$ cat src/pkg/cfg_stream_pkg.sv
// Package: constants and types shared by the configuration image streamer
package cfg_stream_pkg;
   // Image geometry
   localparam int IMAGE_BITS_DEF  = 1024;       // Default stored image length in bits
   localparam int ADDR_W_DEF      = 10;         // Default address counter width
   // Oscillator: serial clock half period in ref_clk cycles
   localparam int OSC_HALF_NS     = 20;         // Serial clock half period, ns
   localparam int REF_PERIOD_NS   = 4;          // Reference clock period, ns
   localparam int OSC_HALF_CYC    = (OSC_HALF_NS + REF_PERIOD_NS - 1) / REF_PERIOD_NS;
   localparam int OSC_CNT_W       = 8;          // Oscillator divider width
   // FIFO
   localparam int FIFO_DEPTH_DEF  = 8;          // Words of read-ahead buffering
   localparam int FIFO_WIDTH_DEF  = 1;          // One image bit per word
   // Mode strap encoding
   localparam int MODE_W          = 2;          // Width of operating mode strap
   localparam logic [1:0] MODE_RESET_VAL = 2'h0;// Mode before first capture
   // Streamer states
   typedef enum logic [1:0] {
      ST_IDLE   = 2'b00,                        // Counter cleared, data floated
      ST_HALT   = 2'b01,                        // Enabled by reset release, chip select high
      ST_STREAM = 2'b10,                        // Shifting image bits out
      ST_DONE   = 2'b11                         // Image finished, cascade asserted
   } stream_state_t;
endpackage : cfg_stream_pkg

$ cat src/rtl/bit_fifo.sv
// Synchronous FIFO with valid/ready on both sides
`timescale 1ns/1ps
module bit_fifo #(
   parameter int WIDTH = 1,
   parameter int DEPTH = 8
) (
   // Clock and reset
   input  wire logic             ref_clk_i,
   input  wire logic             rst_i,
   input  wire logic             flush_i,
   // Fill side
   input  wire logic             in_valid_i,
   output logic                  in_ready_o,
   input  wire logic [WIDTH-1:0] in_data_i,
   // Drain side
   output logic                  out_valid_o,
   input  wire logic             out_ready_i,
   output logic [WIDTH-1:0]      out_data_o
);
   localparam int PW = $clog2(DEPTH);
   localparam logic [PW:0] DEPTH_C = (PW+1)'(DEPTH);

   logic [WIDTH-1:0] mem_reg [DEPTH];  // Storage array
   logic [PW-1:0]    wr_reg, wr_next;  // Write pointer
   logic [PW-1:0]    rd_reg, rd_next;  // Read pointer
   logic [PW:0]      cnt_reg, cnt_next;// Occupancy
   logic             push, pop;

   // Honest full and empty flags
   assign in_ready_o  = (cnt_reg != DEPTH_C);
   assign out_valid_o = (cnt_reg != '0);
   assign out_data_o  = mem_reg[rd_reg];
   assign push        = in_valid_i & in_ready_o;
   assign pop         = out_valid_o & out_ready_i;

   // Pointer and count update
   always_comb begin
      wr_next  = wr_reg;
      rd_next  = rd_reg;
      cnt_next = cnt_reg;
      if (flush_i) begin
         // Flush drops all content
         wr_next  = '0;
         rd_next  = '0;
         cnt_next = '0;
      end else begin
         if (push) wr_next = (wr_reg == PW'(DEPTH-1)) ? '0 : wr_reg + 1'b1;
         if (pop)  rd_next = (rd_reg == PW'(DEPTH-1)) ? '0 : rd_reg + 1'b1;
         if (push && !pop) cnt_next = cnt_reg + 1'b1;
         else if (pop && !push) cnt_next = cnt_reg - 1'b1;
      end
   end

   // Register state
   always_ff @(posedge ref_clk_i or posedge rst_i) begin
      if (rst_i) begin
         wr_reg  <= '0;
         rd_reg  <= '0;
         cnt_reg <= '0;
      end else begin
         wr_reg  <= wr_next;
         rd_reg  <= rd_next;
         cnt_reg <= cnt_next;
      end
   end

   // Storage write, no reset needed on data
   always_ff @(posedge ref_clk_i) begin
      if (push && !flush_i) mem_reg[wr_reg] <= in_data_i;
   end
endmodule : bit_fifo

$ cat src/rtl/sync2.sv
// Two flip-flop synchroniser for a level
`timescale 1ns/1ps
module sync2 #(
   parameter logic RESET_VAL = 1'b0
) (
   // Clock and reset
   input  wire logic ref_clk_i,
   input  wire logic rst_i,
   // Level in and out
   input  wire logic async_i,
   output logic      sync_o
);
   logic meta_reg;  // First stage, read only by the second

   // Two stage capture
   always_ff @(posedge ref_clk_i or posedge rst_i) begin
      if (rst_i) begin
         meta_reg <= RESET_VAL;
         sync_o   <= RESET_VAL;
      end else begin
         meta_reg <= async_i;
         sync_o   <= meta_reg;
      end
   end
endmodule : sync2

$ cat src/rtl/serial_config_image_streamer.sv
// Serial configuration image streamer: stores an image and shifts it to a target
// Notes for users of the block
// Every pin reaches the logic through two flip-flops, so each response
// trails its pin by three reference clock cycles.
// Chip select high in mid-stream flushes the read-ahead buffer. On
// resumption the fetch restarts at the counter, so up to a buffer's worth
// of bits is skipped: raise chip select only between images.
// The strap bits are synchronised one by one. Hold the strap steady
// around the release of the reset line, or the captured code may tear.
// The device never pulls its own reset line low. The open drain driver is
// still registered, so the pin can only ever be released or pulled.
// The serial clock runs only while streaming and rests low otherwise.
// Without the cascade option the cascade pin rests high.
// The image is a parameter, so the memory is read only; a longer image
// needs IMAGE_BITS and ADDR_W to grow together.
`timescale 1ns/1ps
module serial_config_image_streamer
   import cfg_stream_pkg::*;
#(
   parameter int  IMAGE_BITS   = cfg_stream_pkg::IMAGE_BITS_DEF,
   parameter int  ADDR_W       = cfg_stream_pkg::ADDR_W_DEF,
   parameter int  FIFO_DEPTH   = cfg_stream_pkg::FIFO_DEPTH_DEF,
   parameter bit  HAS_CASCADE  = 1'b1,
   parameter logic [IMAGE_BITS-1:0] IMAGE_INIT = '0
) (
   // Clock and reset
   input  wire logic                                ref_clk_i,
   input  wire logic                                rst_i,
   // Control pins from the target
   input  wire logic                                chip_select_n_i,
   input  wire logic                                oe_reset_i,
   output logic                                     oe_reset_o,
   output logic                                     oe_reset_oe_o,
   // Mode strap sampled at reset release
   input  wire logic [cfg_stream_pkg::MODE_W-1:0]   mode_strap_i,
   output logic [cfg_stream_pkg::MODE_W-1:0]        mode_o,
   // Serial data towards the target
   output logic                                     serial_config_clock_o,
   output logic                                     serial_data_o,
   output logic                                     serial_data_oe_o,
   output logic                                     cascade_out_n_o,
   // Boundary scan reconfigure request
   input  wire logic                                scan_reconfig_i,
   output logic                                     reconfig_request_n_o
);
   import cfg_stream_pkg::*;

   // Last image address; the counter holds here once the final bit is fetched
   localparam logic [ADDR_W-1:0] LAST_ADDR = ADDR_W'(IMAGE_BITS - 1);
   // Divider wraps after OSC_HALF_CYC cycles, one half period of the serial clock
   localparam logic [OSC_CNT_W-1:0] OSC_HALF = OSC_CNT_W'(OSC_HALF_CYC - 1);
   // Stored image, one bit per address
   logic [IMAGE_BITS-1:0] image_mem;                   // Image contents
   assign image_mem = IMAGE_INIT;

   // Synchronised pins
   logic cs_n_s;                                       // Chip select, synchronised
   logic oe_s;                                         // Reset line level, synchronised
   logic scan_s;                                       // Scan reconfigure, synchronised

   sync2 #(.RESET_VAL(1'b1)) u_sync_cs (
      .ref_clk_i (ref_clk_i),
      .rst_i     (rst_i),
      .async_i   (chip_select_n_i),
      .sync_o    (cs_n_s)
   );
   // sensed level of the open drain line
   sync2 #(.RESET_VAL(1'b0)) u_sync_oe (
      .ref_clk_i (ref_clk_i),
      .rst_i     (rst_i),
      .async_i   (oe_reset_i),
      .sync_o    (oe_s)
   );
   sync2 #(.RESET_VAL(1'b0)) u_sync_scan (
      .ref_clk_i (ref_clk_i),
      .rst_i     (rst_i),
      .async_i   (scan_reconfig_i),
      .sync_o    (scan_s)
   );
   // Mode strap, one synchroniser per bit; the strap must be steady at capture
   logic [MODE_W-1:0] strap_s;                         // Mode strap, synchronised
   for (genvar gi = 0; gi < MODE_W; gi++) begin : g_strap_sync
      sync2 #(.RESET_VAL(1'b0)) u_sync_strap (
         .ref_clk_i (ref_clk_i),
         .rst_i     (rst_i),
         .async_i   (mode_strap_i[gi]),
         .sync_o    (strap_s[gi])
      );
   end

   // State and datapath registers
   // Each group: one next-value process, one register process
   stream_state_t          state_reg, state_next;      // Sequencer state
   logic [ADDR_W-1:0]      addr_reg, addr_next;        // Address counter
   logic                   addr_done_reg, addr_done_next; // All bits fetched
   logic [OSC_CNT_W-1:0]   osc_reg, osc_next;          // Oscillator divider
   logic                   sclk_reg, sclk_next;        // Serial clock level
   logic                   data_reg, data_next;        // Bit on the data pin
   logic                   data_oe_reg, data_oe_next;  // Data pin drive
   logic                   casc_reg, casc_next;        // Cascade out, active low
   logic                   oe_prev_reg;                // Reset line last cycle
   logic [MODE_W-1:0]      mode_reg, mode_next;        // Captured mode
   logic                   req_n_reg, req_n_next;      // Reconfigure request
   logic                   od_pull_reg, od_pull_next;  // Pull the reset line
   logic                   od_level_reg, od_level_next; // Level put on the reset line

   // FIFO between memory fetch and shifter
   // Read-ahead hides fetch latency; the shifter waits on it only on each entry into streaming
   logic fill_valid, fill_ready, drain_valid, drain_ready, drain_bit, flush;
   logic fetch_bit;                                    // Bit at the counter address

   assign fetch_bit  = image_mem[addr_reg];
   // Fetch stalls when the FIFO is full, so the counter only advances on accepted bits
   assign fill_valid = (state_reg == ST_STREAM) && !addr_done_reg;
   // Flushed outside streaming, so a restart never shows stale bits
   assign flush      = (state_reg != ST_STREAM);

   bit_fifo #(.WIDTH(FIFO_WIDTH_DEF), .DEPTH(FIFO_DEPTH)) u_fifo (
      .ref_clk_i   (ref_clk_i),
      .rst_i       (rst_i),
      .flush_i     (flush),
      .in_valid_i  (fill_valid),
      .in_ready_o  (fill_ready),
      .in_data_i   (fetch_bit),
      .out_valid_o (drain_valid),
      .out_ready_i (drain_ready),
      .out_data_o  (drain_bit)
   );

   // Falling edge of the serial clock launches the next bit
   // The target samples on the rising edge, half a period after launch
   logic osc_wrap, fall_edge, rise_edge;
   assign osc_wrap    = (osc_reg == OSC_HALF);
   assign fall_edge   = (state_reg == ST_STREAM) && osc_wrap && sclk_reg;
   assign rise_edge   = (state_reg == ST_STREAM) && osc_wrap && !sclk_reg;
   // First bit is taken at once, later bits only at a falling edge
   assign drain_ready = fall_edge || (state_reg == ST_STREAM && !data_oe_reg);

   // Sequencer next state
   always_comb begin
      state_next = state_reg;
      // Pins are read only after their synchronisers
      unique case (state_reg)
         ST_IDLE: begin
            // halted after reset pulse with select high
            if (oe_s) state_next = cs_n_s ? ST_HALT : ST_STREAM;
         end
         ST_HALT: begin
            // Counter held here until select goes low
            // select low enables the counter
            if (!cs_n_s) state_next = ST_STREAM;
         end
         ST_STREAM: begin
            // finished when every bit has left the pin
            if (addr_done_reg && !drain_valid && fall_edge) state_next = ST_DONE;
            else if (cs_n_s) state_next = ST_HALT;
         end
         ST_DONE: begin
            // Image finished; only the reset line starts another
            state_next = ST_DONE;
         end
      endcase
      if (!oe_s) state_next = ST_IDLE;
   end

   // Address counter, oscillator and data pin
   // Oscillator and data pin run on the registered state and stop on the next state
   always_comb begin
      addr_next      = addr_reg;
      addr_done_next = addr_done_reg;
      osc_next       = osc_reg;
      sclk_next      = sclk_reg;
      data_next      = data_reg;
      data_oe_next   = data_oe_reg;
      casc_next      = casc_reg;
      if (state_next == ST_IDLE) begin
         addr_next      = '0;
         addr_done_next = 1'b0;
         osc_next       = '0;
         sclk_next      = 1'b0;
         data_oe_next   = 1'b0;
         casc_next      = 1'b1;
      end else if (state_reg == ST_STREAM) begin
         osc_next = osc_wrap ? '0 : osc_reg + 1'b1;
         if (rise_edge || fall_edge) sclk_next = !sclk_reg;
         // counter advances once per accepted bit
         if (fill_valid && fill_ready) begin
            // Counter parks on the last address and flags completion
            if (addr_reg == LAST_ADDR) addr_done_next = 1'b1;
            else addr_next = addr_reg + 1'b1;
         end
         if (drain_ready && drain_valid) begin
            data_next    = drain_bit;
            data_oe_next = 1'b1;
         end
         if (state_next == ST_HALT) begin
            // halted: float data, stop clock
            // Counter kept; the state change flushes the buffer
            data_oe_next = 1'b0;
            sclk_next    = 1'b0;
         end
         if (state_next == ST_DONE) begin
            // cascade only in variants that have it
            casc_next    = HAS_CASCADE ? 1'b0 : 1'b1;
            data_oe_next = 1'b0;
            sclk_next    = 1'b0;
         end
      end else begin
         // disabled: oscillator stopped, buffer off
         // Counter and held bit are kept for resumption
         osc_next     = '0;
         sclk_next    = 1'b0;
         data_oe_next = 1'b0;
      end
   end

   // Mode capture, reconfigure request and reset line driver
   always_comb begin
      mode_next = mode_reg;
      // capture mode on reset line rising
      // Strap and reset line share one sync delay, so they stay aligned
      if (oe_s && !oe_prev_reg) mode_next = strap_s;
      // request low while scan instruction active
      // release high when scan leaves the state
      // Follows the scan level, so a scan pulse that spans no reference clock edge never lowers the request
      req_n_next = !scan_s;
      // open drain: level always low, line never pulled
      // Holding the target in reset has no cause inside this block
      od_level_next = 1'b0;
      od_pull_next  = 1'b0;
   end

   // Register all state
   // Registers only: every decision is made in the processes above
   always_ff @(posedge ref_clk_i or posedge rst_i) begin
      if (rst_i) begin
         // Reset: data floated, cascade and request released
         state_reg     <= ST_IDLE;
         addr_reg      <= '0;
         addr_done_reg <= 1'b0;
         osc_reg       <= '0;
         sclk_reg      <= 1'b0;
         data_reg      <= 1'b0;
         data_oe_reg   <= 1'b0;
         casc_reg      <= 1'b1;
         oe_prev_reg   <= 1'b0;
         mode_reg      <= MODE_RESET_VAL;
         req_n_reg     <= 1'b1;
         od_pull_reg   <= 1'b0;
         od_level_reg  <= 1'b0;
      end else begin
         state_reg     <= state_next;
         addr_reg      <= addr_next;
         addr_done_reg <= addr_done_next;
         osc_reg       <= osc_next;
         sclk_reg      <= sclk_next;
         data_reg      <= data_next;
         data_oe_reg   <= data_oe_next;
         casc_reg      <= casc_next;
         oe_prev_reg   <= oe_s;
         mode_reg      <= mode_next;
         req_n_reg     <= req_n_next;
         od_pull_reg   <= od_pull_next;
         od_level_reg  <= od_level_next;
      end
   end

   // Outputs straight from flip-flops
   // only direct pins face the target
   assign serial_config_clock_o = sclk_reg;
   assign serial_data_o         = data_reg;
   assign serial_data_oe_o      = data_oe_reg;
   assign cascade_out_n_o       = casc_reg;
   assign mode_o                = mode_reg;
   assign reconfig_request_n_o  = req_n_reg;
   // open drain: only ever pull low, never drive high
   assign oe_reset_o            = od_level_reg;
   assign oe_reset_oe_o         = od_pull_reg;
endmodule : serial_config_image_streamer

$ cat config.mk
export PLATFORM = sky130hd
export DESIGN_NAME = serial_config_image_streamer
export DESIGN_NICKNAME = d
export VERILOG_FILES = /design/src/pkg/cfg_stream_pkg.sv /design/src/rtl/bit_fifo.sv /design/src/rtl/sync2.sv /design/src/rtl/serial_config_image_streamer.sv
export SDC_FILE = /design/constraint.sdc
export NUM_CORES = 1
export LEC_CHECK = 0
export ABC_AREA = 0
export BUFFER_PORTS_ARGS = -buffer_cell sky130_fd_sc_hd__buf_2
export CAP_MARGIN = 5
export CORE_ASPECT_RATIO = 0.5
export CORE_MARGIN = 2
export CORE_UTILIZATION = 55
export CTS_BUF_LIST = sky130_fd_sc_hd__clkbuf_16
export DETAILED_ROUTE_END_ITERATION = 12
export PLACE_DENSITY = 0.78
export SYNTH_ARGS = -nofsm -noshare
export SYNTH_HDL_FRONTEND = slang
export SYNTH_SLANG_ARGS = --single-unit
$ cat constraint.sdc
create_clock -name ref_clk_i -period 5.7 [get_ports ref_clk_i]
set_input_delay 0.57 -clock ref_clk_i [delete_from_list [all_inputs] [get_ports ref_clk_i]]
set_output_delay 0.57 -clock ref_clk_i [all_outputs]
set_load 0.1 [all_outputs]
# ---- Yosys cells after proc, flatten, opt, wreduce, memory -nomap -nowiden
# Memory sizes are Yosys's and may differ from the RTL's. A register that Yosys moved wholly into a read port is not among the register bits.
# Index checks and enable logic that the tools add are counted.
dict set report op_classes {
  n_addsub 6
  n_lt_le_gt_ge 1
  n_eq_ne 14
  muxes 42
  bitwise_logic 3
  n_reduce_logical 38
}
# operator n
set ops {}
lappend ops {{10-bit two-way mux} 4}
lappend ops {{8-bit two-way mux} 3}
lappend ops {{1-bit two-way mux} 20}
lappend ops {{3-bit two-way mux} 6}
lappend ops {{1-bit logical AND} 13}
lappend ops {{4-bit two-way mux} 3}
lappend ops {{2-bit nonzero test} 6}
lappend ops {{10-bit by 11-bit < comparator with 1-bit output (second input constant)} 1}
lappend ops {{10-bit by 1-bit adder with 10-bit output (second input constant)} 1}
lappend ops {{10-bit == test (second input constant)} 1}
lappend ops {{2-bit two-way mux} 5}
lappend ops {{5-bit by 1-bit inequality test with 1-bit output (second input constant)} 2}
lappend ops {{1-bit logical NOT} 9}
lappend ops {{3-bit AND reduction} 3}
lappend ops {{8-bit by 1-bit adder with 8-bit output (second input constant)} 1}
lappend ops {{8-bit by 3-bit == test with 1-bit output (second input constant)} 1}
lappend ops {{2-bit case mux with 4 select lines} 1}
lappend ops {{3-bit by 1-bit adder with 3-bit output (second input constant)} 2}
lappend ops {{2-bit == test (second input constant)} 3}
lappend ops {{3-bit == test (second input constant)} 2}
lappend ops {{4-bit by 1-bit adder with 4-bit output (second input constant)} 1}
lappend ops {{2-bit by 1-bit == test with 1-bit output (second input constant)} 2}
lappend ops {{2-bit logical NOT} 2}
lappend ops {{2-bit inequality test (second input constant)} 2}
lappend ops {{8 further kinds} 10}
dict set report word_totals {
  regBits 48
  mem_bits_rw 8
  rom_bits 1024
  inputBits 7
  elab_cells 129
  memories 2
}
# name depth word_bits read_ports rd_ports_with_merged_regs write_ports line_no
set memory_table {}
lappend memory_table {{(name not given)} 1024 1 1 0 0 serial_config_image_streamer.sv:112} ;# assign fetch_bit = image_mem[addr_reg];
lappend memory_table {u_fifo.mem_reg 8 1 1 1 1 bit_fifo.sv:23} ;# logic [WIDTH-1:0] mem_reg [DEPTH];

# ---- Longest topological paths before layout
# Gate-level depths: netlist of run 1.
dict set report depth {
  ltp_word 12
  depth_mapped 12
  ltp_nobuf 12
}

# ---- Cells and area by module
# Synthesis of run 1 repeated with hierarchy kept, for this count alone.
dict set report unflattened {
  cells_unflattened 261
  hier_area_um2 2879.0
}
# mod n_inst cells_each area_each_um2
set by_module_without_submodules {}
lappend by_module_without_submodules {serial_config_image_streamer 1 151 1537.7}
lappend by_module_without_submodules {bit_fifo 1 95 1069.8}
lappend by_module_without_submodules {{sync2 (g_strap_sync[0].u_sync_strap ...)} 4 3 53.8}
lappend by_module_without_submodules {{sync2 (u_sync_cs)} 1 3 56.3}

# ---- Least setup slack after synthesis of run 1
# OpenSTA, ideal clock, no wires.
dict set report synth_timing {
  kind {flip-flop to flip-flop}
  from {reg sclk_reg (netlist: serial_config_clock_o)}
  to {reg u_fifo.cnt_reg[3]}
  setup_ns 0.121
  arrival_time_ns 2.663
  required_ns 5.579
  setup_slack_ns 2.916
  stages_incl_launch_ff 11
  period_less_slack_ns 2.784
  path_cell_list {dfrtp_1 -> nand4b_1 -> o21ai_1 -> nand3_2 -> nand2_1 -> ha_1 -> a21o_1 -> a21oi_1 -> a311o_1 -> o21ai_0 -> o22a_1}
}
dict set report synth_between {
  elab_chain_len 7
  elab_cells_between_ends 9
  classes_between {2 x mux; 1 x bitwise; 6 x reduce/logical}
}
# item line_no
set synth_rtl {}
lappend synth_rtl {{from (decl)} serial_config_image_streamer.sv:97} ;# logic sclk_reg, sclk_next;
lappend synth_rtl {{from (signal assigned)} serial_config_image_streamer.sv:256} ;# sclk_reg <= sclk_next;
lappend synth_rtl {{1-bit logical AND (*)} serial_config_image_streamer.sv:134} ;# assign fall_edge = (state_reg == ST_STREAM) && osc_wrap && sclk_reg;
lappend synth_rtl {{1-bit logical OR (*)} serial_config_image_streamer.sv:137} ;# assign drain_ready = fall_edge || (state_reg == ST_STREAM && !data_oe_reg);
lappend synth_rtl {{1-bit bitwise AND (*)} bit_fifo.sv:34} ;# assign pop = out_valid_o & out_ready_i;
lappend synth_rtl {{1-bit logical NOT} bit_fifo.sv:49} ;# if (push && !pop) cnt_next = cnt_reg + 1'b1;
lappend synth_rtl {{1-bit logical AND} bit_fifo.sv:49}
lappend synth_rtl {{4-bit two-way mux} bit_fifo.sv:49}
lappend synth_rtl {{4-bit two-way mux} bit_fifo.sv:41} ;# if (flush_i) begin
lappend synth_rtl {{to (signal assigned)} bit_fifo.sv:63} ;# cnt_reg <= cnt_next;
lappend synth_rtl {{to (decl)} bit_fifo.sv:26} ;# logic [PW:0] cnt_reg, cnt_next;
# Every way passes the cells marked *; elsewhere a longest branch is shown, timed or not.
# A chain may end at the register's enable or synchronous reset.

# ---- Final worst setup path of run 1
dict set report layout_timing {
  from {reg osc_reg[5]}
  to {reg osc_reg[7]}
}
dict set report layout_between {
  elab_chain_len 9
  elab_cells_between_ends 12
  classes_between {1 x add/sub; 1 x eq/ne; 6 x mux; 4 x reduce/logical}
}
# item line_no
set layout_rtl {}
lappend layout_rtl {{from (decl)} serial_config_image_streamer.sv:96} ;# logic [OSC_CNT_W-1:0] osc_reg, osc_next;
lappend layout_rtl {{from (signal assigned)} serial_config_image_streamer.sv:255} ;# osc_reg <= osc_next;
lappend layout_rtl {{8-bit by 3-bit == test with 1-bit output} serial_config_image_streamer.sv:133} ;# assign osc_wrap = (osc_reg == OSC_HALF);
lappend layout_rtl {{1-bit logical AND (2 in a row)} serial_config_image_streamer.sv:134}
lappend layout_rtl {{1-bit logical AND} serial_config_image_streamer.sv:155} ;# if (addr_done_reg && !drain_valid && fall_edge) state_next = ST_DONE;
lappend layout_rtl {{2-bit two-way mux} serial_config_image_streamer.sv:155}
lappend layout_rtl {{2-bit case mux with 4 select lines} serial_config_image_streamer.sv:143} ;# unique case (state_reg)
lappend layout_rtl {{2-bit two-way mux} serial_config_image_streamer.sv:163} ;# if (!oe_s) state_next = ST_IDLE;
lappend layout_rtl {{2-bit logical NOT} serial_config_image_streamer.sv:176} ;# if (state_next == ST_IDLE) begin
lappend layout_rtl {{8-bit two-way mux (*)} serial_config_image_streamer.sv:176}
lappend layout_rtl {{net osc_next[7]} serial_config_image_streamer.sv:96}
# Mark *: on every way through the listed nets, which the timed path passes. The rest lies on a longest branch.

==> flow_summary.json, run 1 <==
{
  "nNetsFinal": 219,
  "overflow": 0,
  "die_w_um": 89.6,
  "grt_pass1_vias": 1317,
  "cts_root_buffer": "clkbuf_16",
  "yosysTopAreaCell": "dfrtp_1",
  "startpoint_type": "flip-flop",
  "layout-drive-gt1-share": 0.167,
  "design_area_mm2": 0.00226,
  "required_ns": 5.90,
  "maxCapViolCount": 0,
  "clkSinkCount": 42,
  "cts_tree": "built",
  "seq_area_frac_synth": 0.524,
  "wl_met3_um": 115,
  "cts.path.max_buffers": 2,
  "wl_mm": 3.58,
  "port_buffers": 12,
  "ys_async_sr_fraction": 1.00,
  "fin_util": 0.650,
  "grt_pass1_wl_mm": 5.93,
  "hpwlAfterDp_mm": 2.35,
  "finalSetupViolCount": 0,
  "first_iter_violations": 44,
  "hp-class": "flip-flop to flip-flop",
  "cts_resized": 0,
  "peakVddDrop_uv": 156,
  "met2_length_mm": 1.77,
  "finalSetupTns_ns": 0,
  "ctsHoldBuffers": 0,
  "worstPathArrival_ns": 3.29,
  "drt_pass1_iterations": 4,
  "cp_max_fo": 15,
  "stdcell_count": 255,
  "synth_edf_count": 0,
  "synth_top_cell_area_share": 0.471,
  "clk_latency_ns": 0.29,
  "ant_nets": 0,
  "rows": 15,
  "grt_max_degree": 43,
  "pre_cts_ws_ns": 2.68,
  "path_clk_slew_ns": 0.06,
  "timing_worst_setup_path_type": "flip-flop to flip-flop",
  "r2r_cells": 8,
  "dieArea_mm2": 0.00420,
  "synth_area_leaders": "dfrtp_1, dfstp_2, ha_1",
  "place_area_mm2": 0.00210,
  "antenna_found_initial": 0,
  "skew_ns": 0.00520,
  "met1_length_mm": 1.65,
  "rsz0062_at_grt": "false",
  "p_leak_nw": 1.01,
  "tightest_slew_ns": 0.589,
  "final_hold_viol_count": 0,
  "core_mm2": 0.00347,
  "die_y_um": 46.8,
  "synth-main-ff-cell": "dfrtp_1",
  "syn_inst": 188,
  "place_inst": 247,
  "ioPinCount": 16,
  "worst_slack_ns": 2.61,
  "finalCritPeriodShare": 0.541,
  "hold_depth": 0,
  "crit_path_end_kind": "flip-flop",
  "yosys_warnings": 0,
  "gp_congestion": 0.781,
  "synthDistinctLibCells": 41,
  "numCtsBuffers": 5,
  "fin_crit_ns": 3.09,
  "diodes": 0,
  "grt_usage": 0.192,
  "largest_register_ffs": 10,
  "wl_per_cell_um": 14.0,
  "synth_area_mm2": 0.00202,
  "routed.top_layer": "met4",
  "drc_errors": 0,
  "post_cts_buffers": 0,
  "synth_seq_cells": 42,
  "powerDensity_mw_per_mm2": 354,
  "status": "finished, final reports clean",
  "finalMaxSlewViolations": 0,
  "slew_headroom": 0.602,
  "initial_utilization": 0.581,
  "avgSynthCellArea_um2": 10.7,
  "syn_to_final_growth_pct": 11.8,
  "htree_levels": 2,
  "clock.fmax_mhz": 324,
  "vias": 1360,
  "via_per_inst": 5.33
}
power by group:
part | internal (mW) | switching (mW)
Sequential | 0.321 | 0.0200
Combinational | 0.0516 | 0.115
Clock | 0.167 | 0.124
Total | 0.540 | 0.259
synthesized netlist by cell type, types with 4 or more instances:
cell	number
nand3_1	9
xnor2_1	10
inv_1	12
dfrtp_1	38
nor2_1	22
a21oi_1	4
nor3_1	5
xor2_1	6
nand2_1	16
ha_1	8
dfstp_2	4
o21ai_0	5
cell families (layout without fill, tap and decap cells):
group,after synthesis,after routing,synth area share
AO/OA/AOI/OAI,18,18,0.0546
flip-flops,42,42,0.524
adder cells (fa/ha/maj),9,9,0.0596
XOR/XNOR,17,17,0.0775
buffers and inverters,20,34,0.0515
other,1,3,0.00186
multiplexers,5,5,0.0261
AND/OR/NAND/NOR,76,76,0.205
path summary, 6_finish.rpt:
path | from | end | slack (ns)
worst max-delay path | osc_reg[5] | osc_reg[7] | 2.61
worst min-delay path | g_strap_sync[1].u_sync_strap.meta_reg | g_strap_sync[1].u_sync_strap.sync_o | 0.35
worst max register to register | osc_reg[5] | osc_reg[7] | 2.61
worst min register to register | g_strap_sync[1].u_sync_strap.meta_reg | g_strap_sync[1].u_sync_strap.sync_o | 0.35
max in group asynchronous | rst_i | cascade_out_n_o | 4.93
min in group asynchronous | rst_i | g_strap_sync[1].u_sync_strap.sync_o | 0.40
critical path: stages (launching register included):
cell	delay (ns)
dfrtp_1	0.42
or4_1	0.57
nor3_1	0.31
nand2_1	0.10
o31ai_1	0.22
o21ai_0	0.17
ha_1	0.41
or3_1	0.59
nor2_1	0.21
metrics by stage:
stage | hold WS [ns] | total power [mW]
after CTS | 0.358 | 0.802
after global routing | 0.363 | 0.834
final | 0.354 | 0.799
after global placement | 0.331 | 0.502
after detailed placement | 0.336 | 0.509
after floorplan | 0.331 | 0.483
layout by cell type (no fill, tap or decap), types with 4 or more instances in the layout:
cell,instances
dfstp_2,4
buf_2,12
clkbuf_16,5
o21ai_0,5
dfrtp_1,38
nor2_1,22
ha_1,8
nor3_1,5
xor2_1,6
a21oi_1,4
inv_1,12
nand2_1,16
nand3_1,9
xnor2_1,10
per-layer routing:
metal,global-route usage,vias to the layer above
met4,0.0478,0
met2,0.331,17
met5,0,-
met1,0.238,681
li1,-,658
met3,0.0703,4
cell type report:
class                   count  area, um^2
fillers                   261        1220
flip-flops and latches     42        1060
well taps                  51        63.8
repair buffers             14        75.1
clock inverters             3        26.3
inverters                  12        45.0
multi-input cells         128         865
clock buffers               5         125
Power figures use the tool's default switching activity.
==> run 2, diff against run 1 <==
Settings changed: ABC_AREA 0 to 1, CORE_UTILIZATION 55 to 53.
Clock period 5.7 ns to 2.6 ns, I/O delays scaled along.
==> run 2 against run 1 <==
  * Power up 120%
  * Die area up 11%
  * Worst setup slack worse by 2.3 ns
  * Final area up 11%
  * Clock skew down 0.0013 ns
  * Global-route usage down 0.11 points
  * Wire length up 12%
  * Via count up 20%
  * First-iteration DRC count up 43%
==> flow_summary.json, run 2 <==
{
  "synth_area_leaders": "dfrtp_1, nand2_1, inv_1",
  "largest_register_ffs": 10,
  "hpwlAfterDp_mm": 2.66,
  "cts_tree": "built",
  "grt_pass1_vias": 1604,
  "path_clk_slew_ns": 0.06,
  "r2r_cells": 17,
  "register_area_mm2": 0.00106,
  "cp_max_fo": 8,
  "vias": 1632,
  "drt_pass1_iterations": 4,
  "required_ns": 2.80,
  "finalSetupViolCount": 0,
  "wl_mm": 4.00,
  "gp_congestion": 0.826,
  "synth_seq_cells": 42,
  "startpoint_type": "flip-flop",
  "htree_levels": 2,
  "clk_latency_ns": 0.29,
  "synth.most_common_cell": "nand2_1",
  "grt_pass1_wl_mm": 6.82,
  "synthDistinctLibCells": 32,
  "ant_nets": 0,
  "ctsHoldBuffers": 0,
  "power.internal_mw": 1.22,
  "rrSetupSlack_ns": 0.29,
  "diodes": 0,
  "p_clk_frac": 0.412,
  "initial_utilization": 0.555,
  "p_leak_nw": 1.21,
  "tightest_slew_ns": 0.507,
  "antenna_found_initial": 0,
  "final_common_cell": "nand2_1",
  "switching_share": 0.292,
  "skew_ns": 0.00392,
  "maxCapViolCount": 0,
  "combPwrFrac": 0.174,
  "yosys_warnings": 0,
  "post_cts_buffers": 0,
  "die_y_um": 49.3,
  "grt_max_degree": 43,
  "slew_headroom": 0.662,
  "rsz0062_at_grt": "false",
  "cpPeakStageDelay_ns": 0.41,
  "share_seq_of_total_power": 0.414,
  "cts.path.max_buffers": 2,
  "layout_common_cells": "nand2_1, dfrtp_1, inv_1",
  "finalCritPeriodShare": 0.890,
  "final_hold_viol_count": 0,
  "synth-main-ff-cell": "dfrtp_1",
  "ioPinCount": 16,
  "fin_crit_ns": 2.31,
  "first_iter_violations": 63,
  "status": "finished, final reports clean",
  "yosysTopAreaCell": "dfrtp_1",
  "synth_edf_count": 0,
  "syn_inst": 244,
  "pre_cts_ws_ns": 0.225,
  "ys_async_sr_fraction": 1.00,
  "worstPathArrival_ns": 2.51,
  "core_mm2": 0.00392,
  "r2r-start": "osc_reg[0]",
  "grt_usage": 0.191,
  "crit_path_end_kind": "flip-flop",
  "clock.fmax_mhz": 432,
  "multi_input_area_um2": 976,
  "drc_errors": 0,
  "via_per_inst": 5.12,
  "min_from": "chip_select_n_i",
  "hold_path_end": "u_sync_cs.meta_reg",
  "seq_area_frac_synth": 0.485,
  "avgSynthCellArea_um2": 8.93,
  "powerDensity_mw_per_mm2": 687,
  "overflow": 0,
  "ys_top_cells_by_count": "nand2_1, dfrtp_1, inv_1",
  "layout-drive-gt1-share": 0.219,
  "cts_root_buffer": "clkbuf_16",
  "fin_util": 0.639,
  "synth_area_mm2": 0.00218,
  "timing_worst_setup_path_type": "flip-flop to flip-flop",
  "clkSinkCount": 42,
  "synth_top_cell_area_share": 0.436,
  "syn_to_final_growth_pct": 15.0,
  "worst_slack_ns": 0.287,
  "hold_depth": 1,
  "n_fill_cell": 315,
  "finalSetupTns_ns": 0,
  "r2r-end": "osc_reg[3]",
  "peakVddDrop_uv": 479,
  "nNetsFinal": 280,
  "wl_per_cell_um": 12.5,
  "numCtsBuffers": 5,
  "cp_cell_sequence": "inv_1, ha_1, nand2_1, clkinv_1, nand2_1, nor2_2, nand3_1, nand2_1, nand2_1, nand2_1, nand2_2, ha_1, inv_2, nand2_1, inv_1, nand2_1, nor3b_1",
  "cts_resized": 0,
  "worst_path_max_delay_cell": "dfrtp_1",
  "hp-class": "input pin to flip-flop",
  "finalMaxSlewViolations": 0,
  "rows": 16,
  "die_w_um": 94.7,
  "port_buffers": 12,
  "power_switching_uw": 504,
  "path_common_cell": "nand2_1",
  "dieArea_mm2": 0.00467
}
-- run 2: cell types whose count changed after synthesis, sizes merged, moves of 4 or more --
cell   before  now
nor4        7    0
nand2      16   54
nand4       1   12
nor2       22   28
a21oi       4    8
o21ai       8   13
xnor2      11    0
nor3        5    9
inv        12   39
buf         7    3
nand3      10   15
-- run 2: area by class of cell --
type / count / share of cell area
clock inverter: 3 / 0.0180
tap: 54 / 0.0269
sequential: 42 / 0.422
multi-input combinational: 160 / 0.389
inverter: 41 / 0.0644
timing repair buffer: 14 / 0.0299
clock buffer: 5 / 0.0499
-- run 2: logic make-up after synthesis --
group	share of synthesized area
simple gates	0.292
buf+inv	0.0844
flops	0.484
compound gates	0.0557
fa+ha+maj	0.0551
xor+xnor	0.0161
mux	0.0103
other cells	0.00172
-- run 2: power groups by stage --
stage / sequential [mW] / combinational [mW] / clock (mW)
3_5_place_dp: 0.723 / 0.285 / 0
3_3_place_gp: 0.721 / 0.277 / 0
6_report: 0.713 / 0.300 / 0.710
4_1_cts: 0.712 / 0.286 / 0.723
2_1_floorplan: 0.787 / 0.171 / 0
5_1_grt: 0.717 / 0.328 / 0.751
-- run 2: worst max-delay path by stage --
stage,start,end
2_1_floorplan,serial_data_oe_o,u_fifo.cnt_reg[3]
3_5_place_dp,u_fifo.cnt_reg[1],serial_config_clock_o
6_report,osc_reg[0],osc_reg[3]
5_1_grt,osc_reg[0],osc_reg[3]
3_3_place_gp,u_fifo.cnt_reg[1],serial_config_clock_o
4_1_cts,osc_reg[0],serial_config_clock_o
-- run 2: through the flow --
step / hold WS (ns) / instance area (um^2) / cells / power [mW]
5_1_grt: 0.0633 / 2510 / 319 / 1.80
6_report: 0.0725 / 2510 / 319 / 1.72
2_1_floorplan: 0.264 / 2190 / 246 / 0.958
3_5_place_dp: 0.336 / 2310 / 311 / 1.01
3_3_place_gp: 0.334 / 2310 / 311 / 0.998
4_1_cts: 0.0658 / 2480 / 319 / 1.72
-- run 2: layer usage --
metal,global-route usage,routed length [um],part of all wire,vias up
met4,0.0942,111,0.028,0
met2,0.319,1900,0.47,43
met5,0,0,0,-
met1,0.234,1810,0.45,762
met3,0.0464,177,0.044,9
li1,-,-,-,818
-- run 2: critical path, delay by kind of cell, from the launching register on --
family | cells | cell delay [ns]
flip-flops | 1 | 0.41
buffers and inverters | 4 | 0.32
AND/OR/NAND/NOR | 11 | 1.05
adder cells (fa/ha/maj) | 2 | 0.45
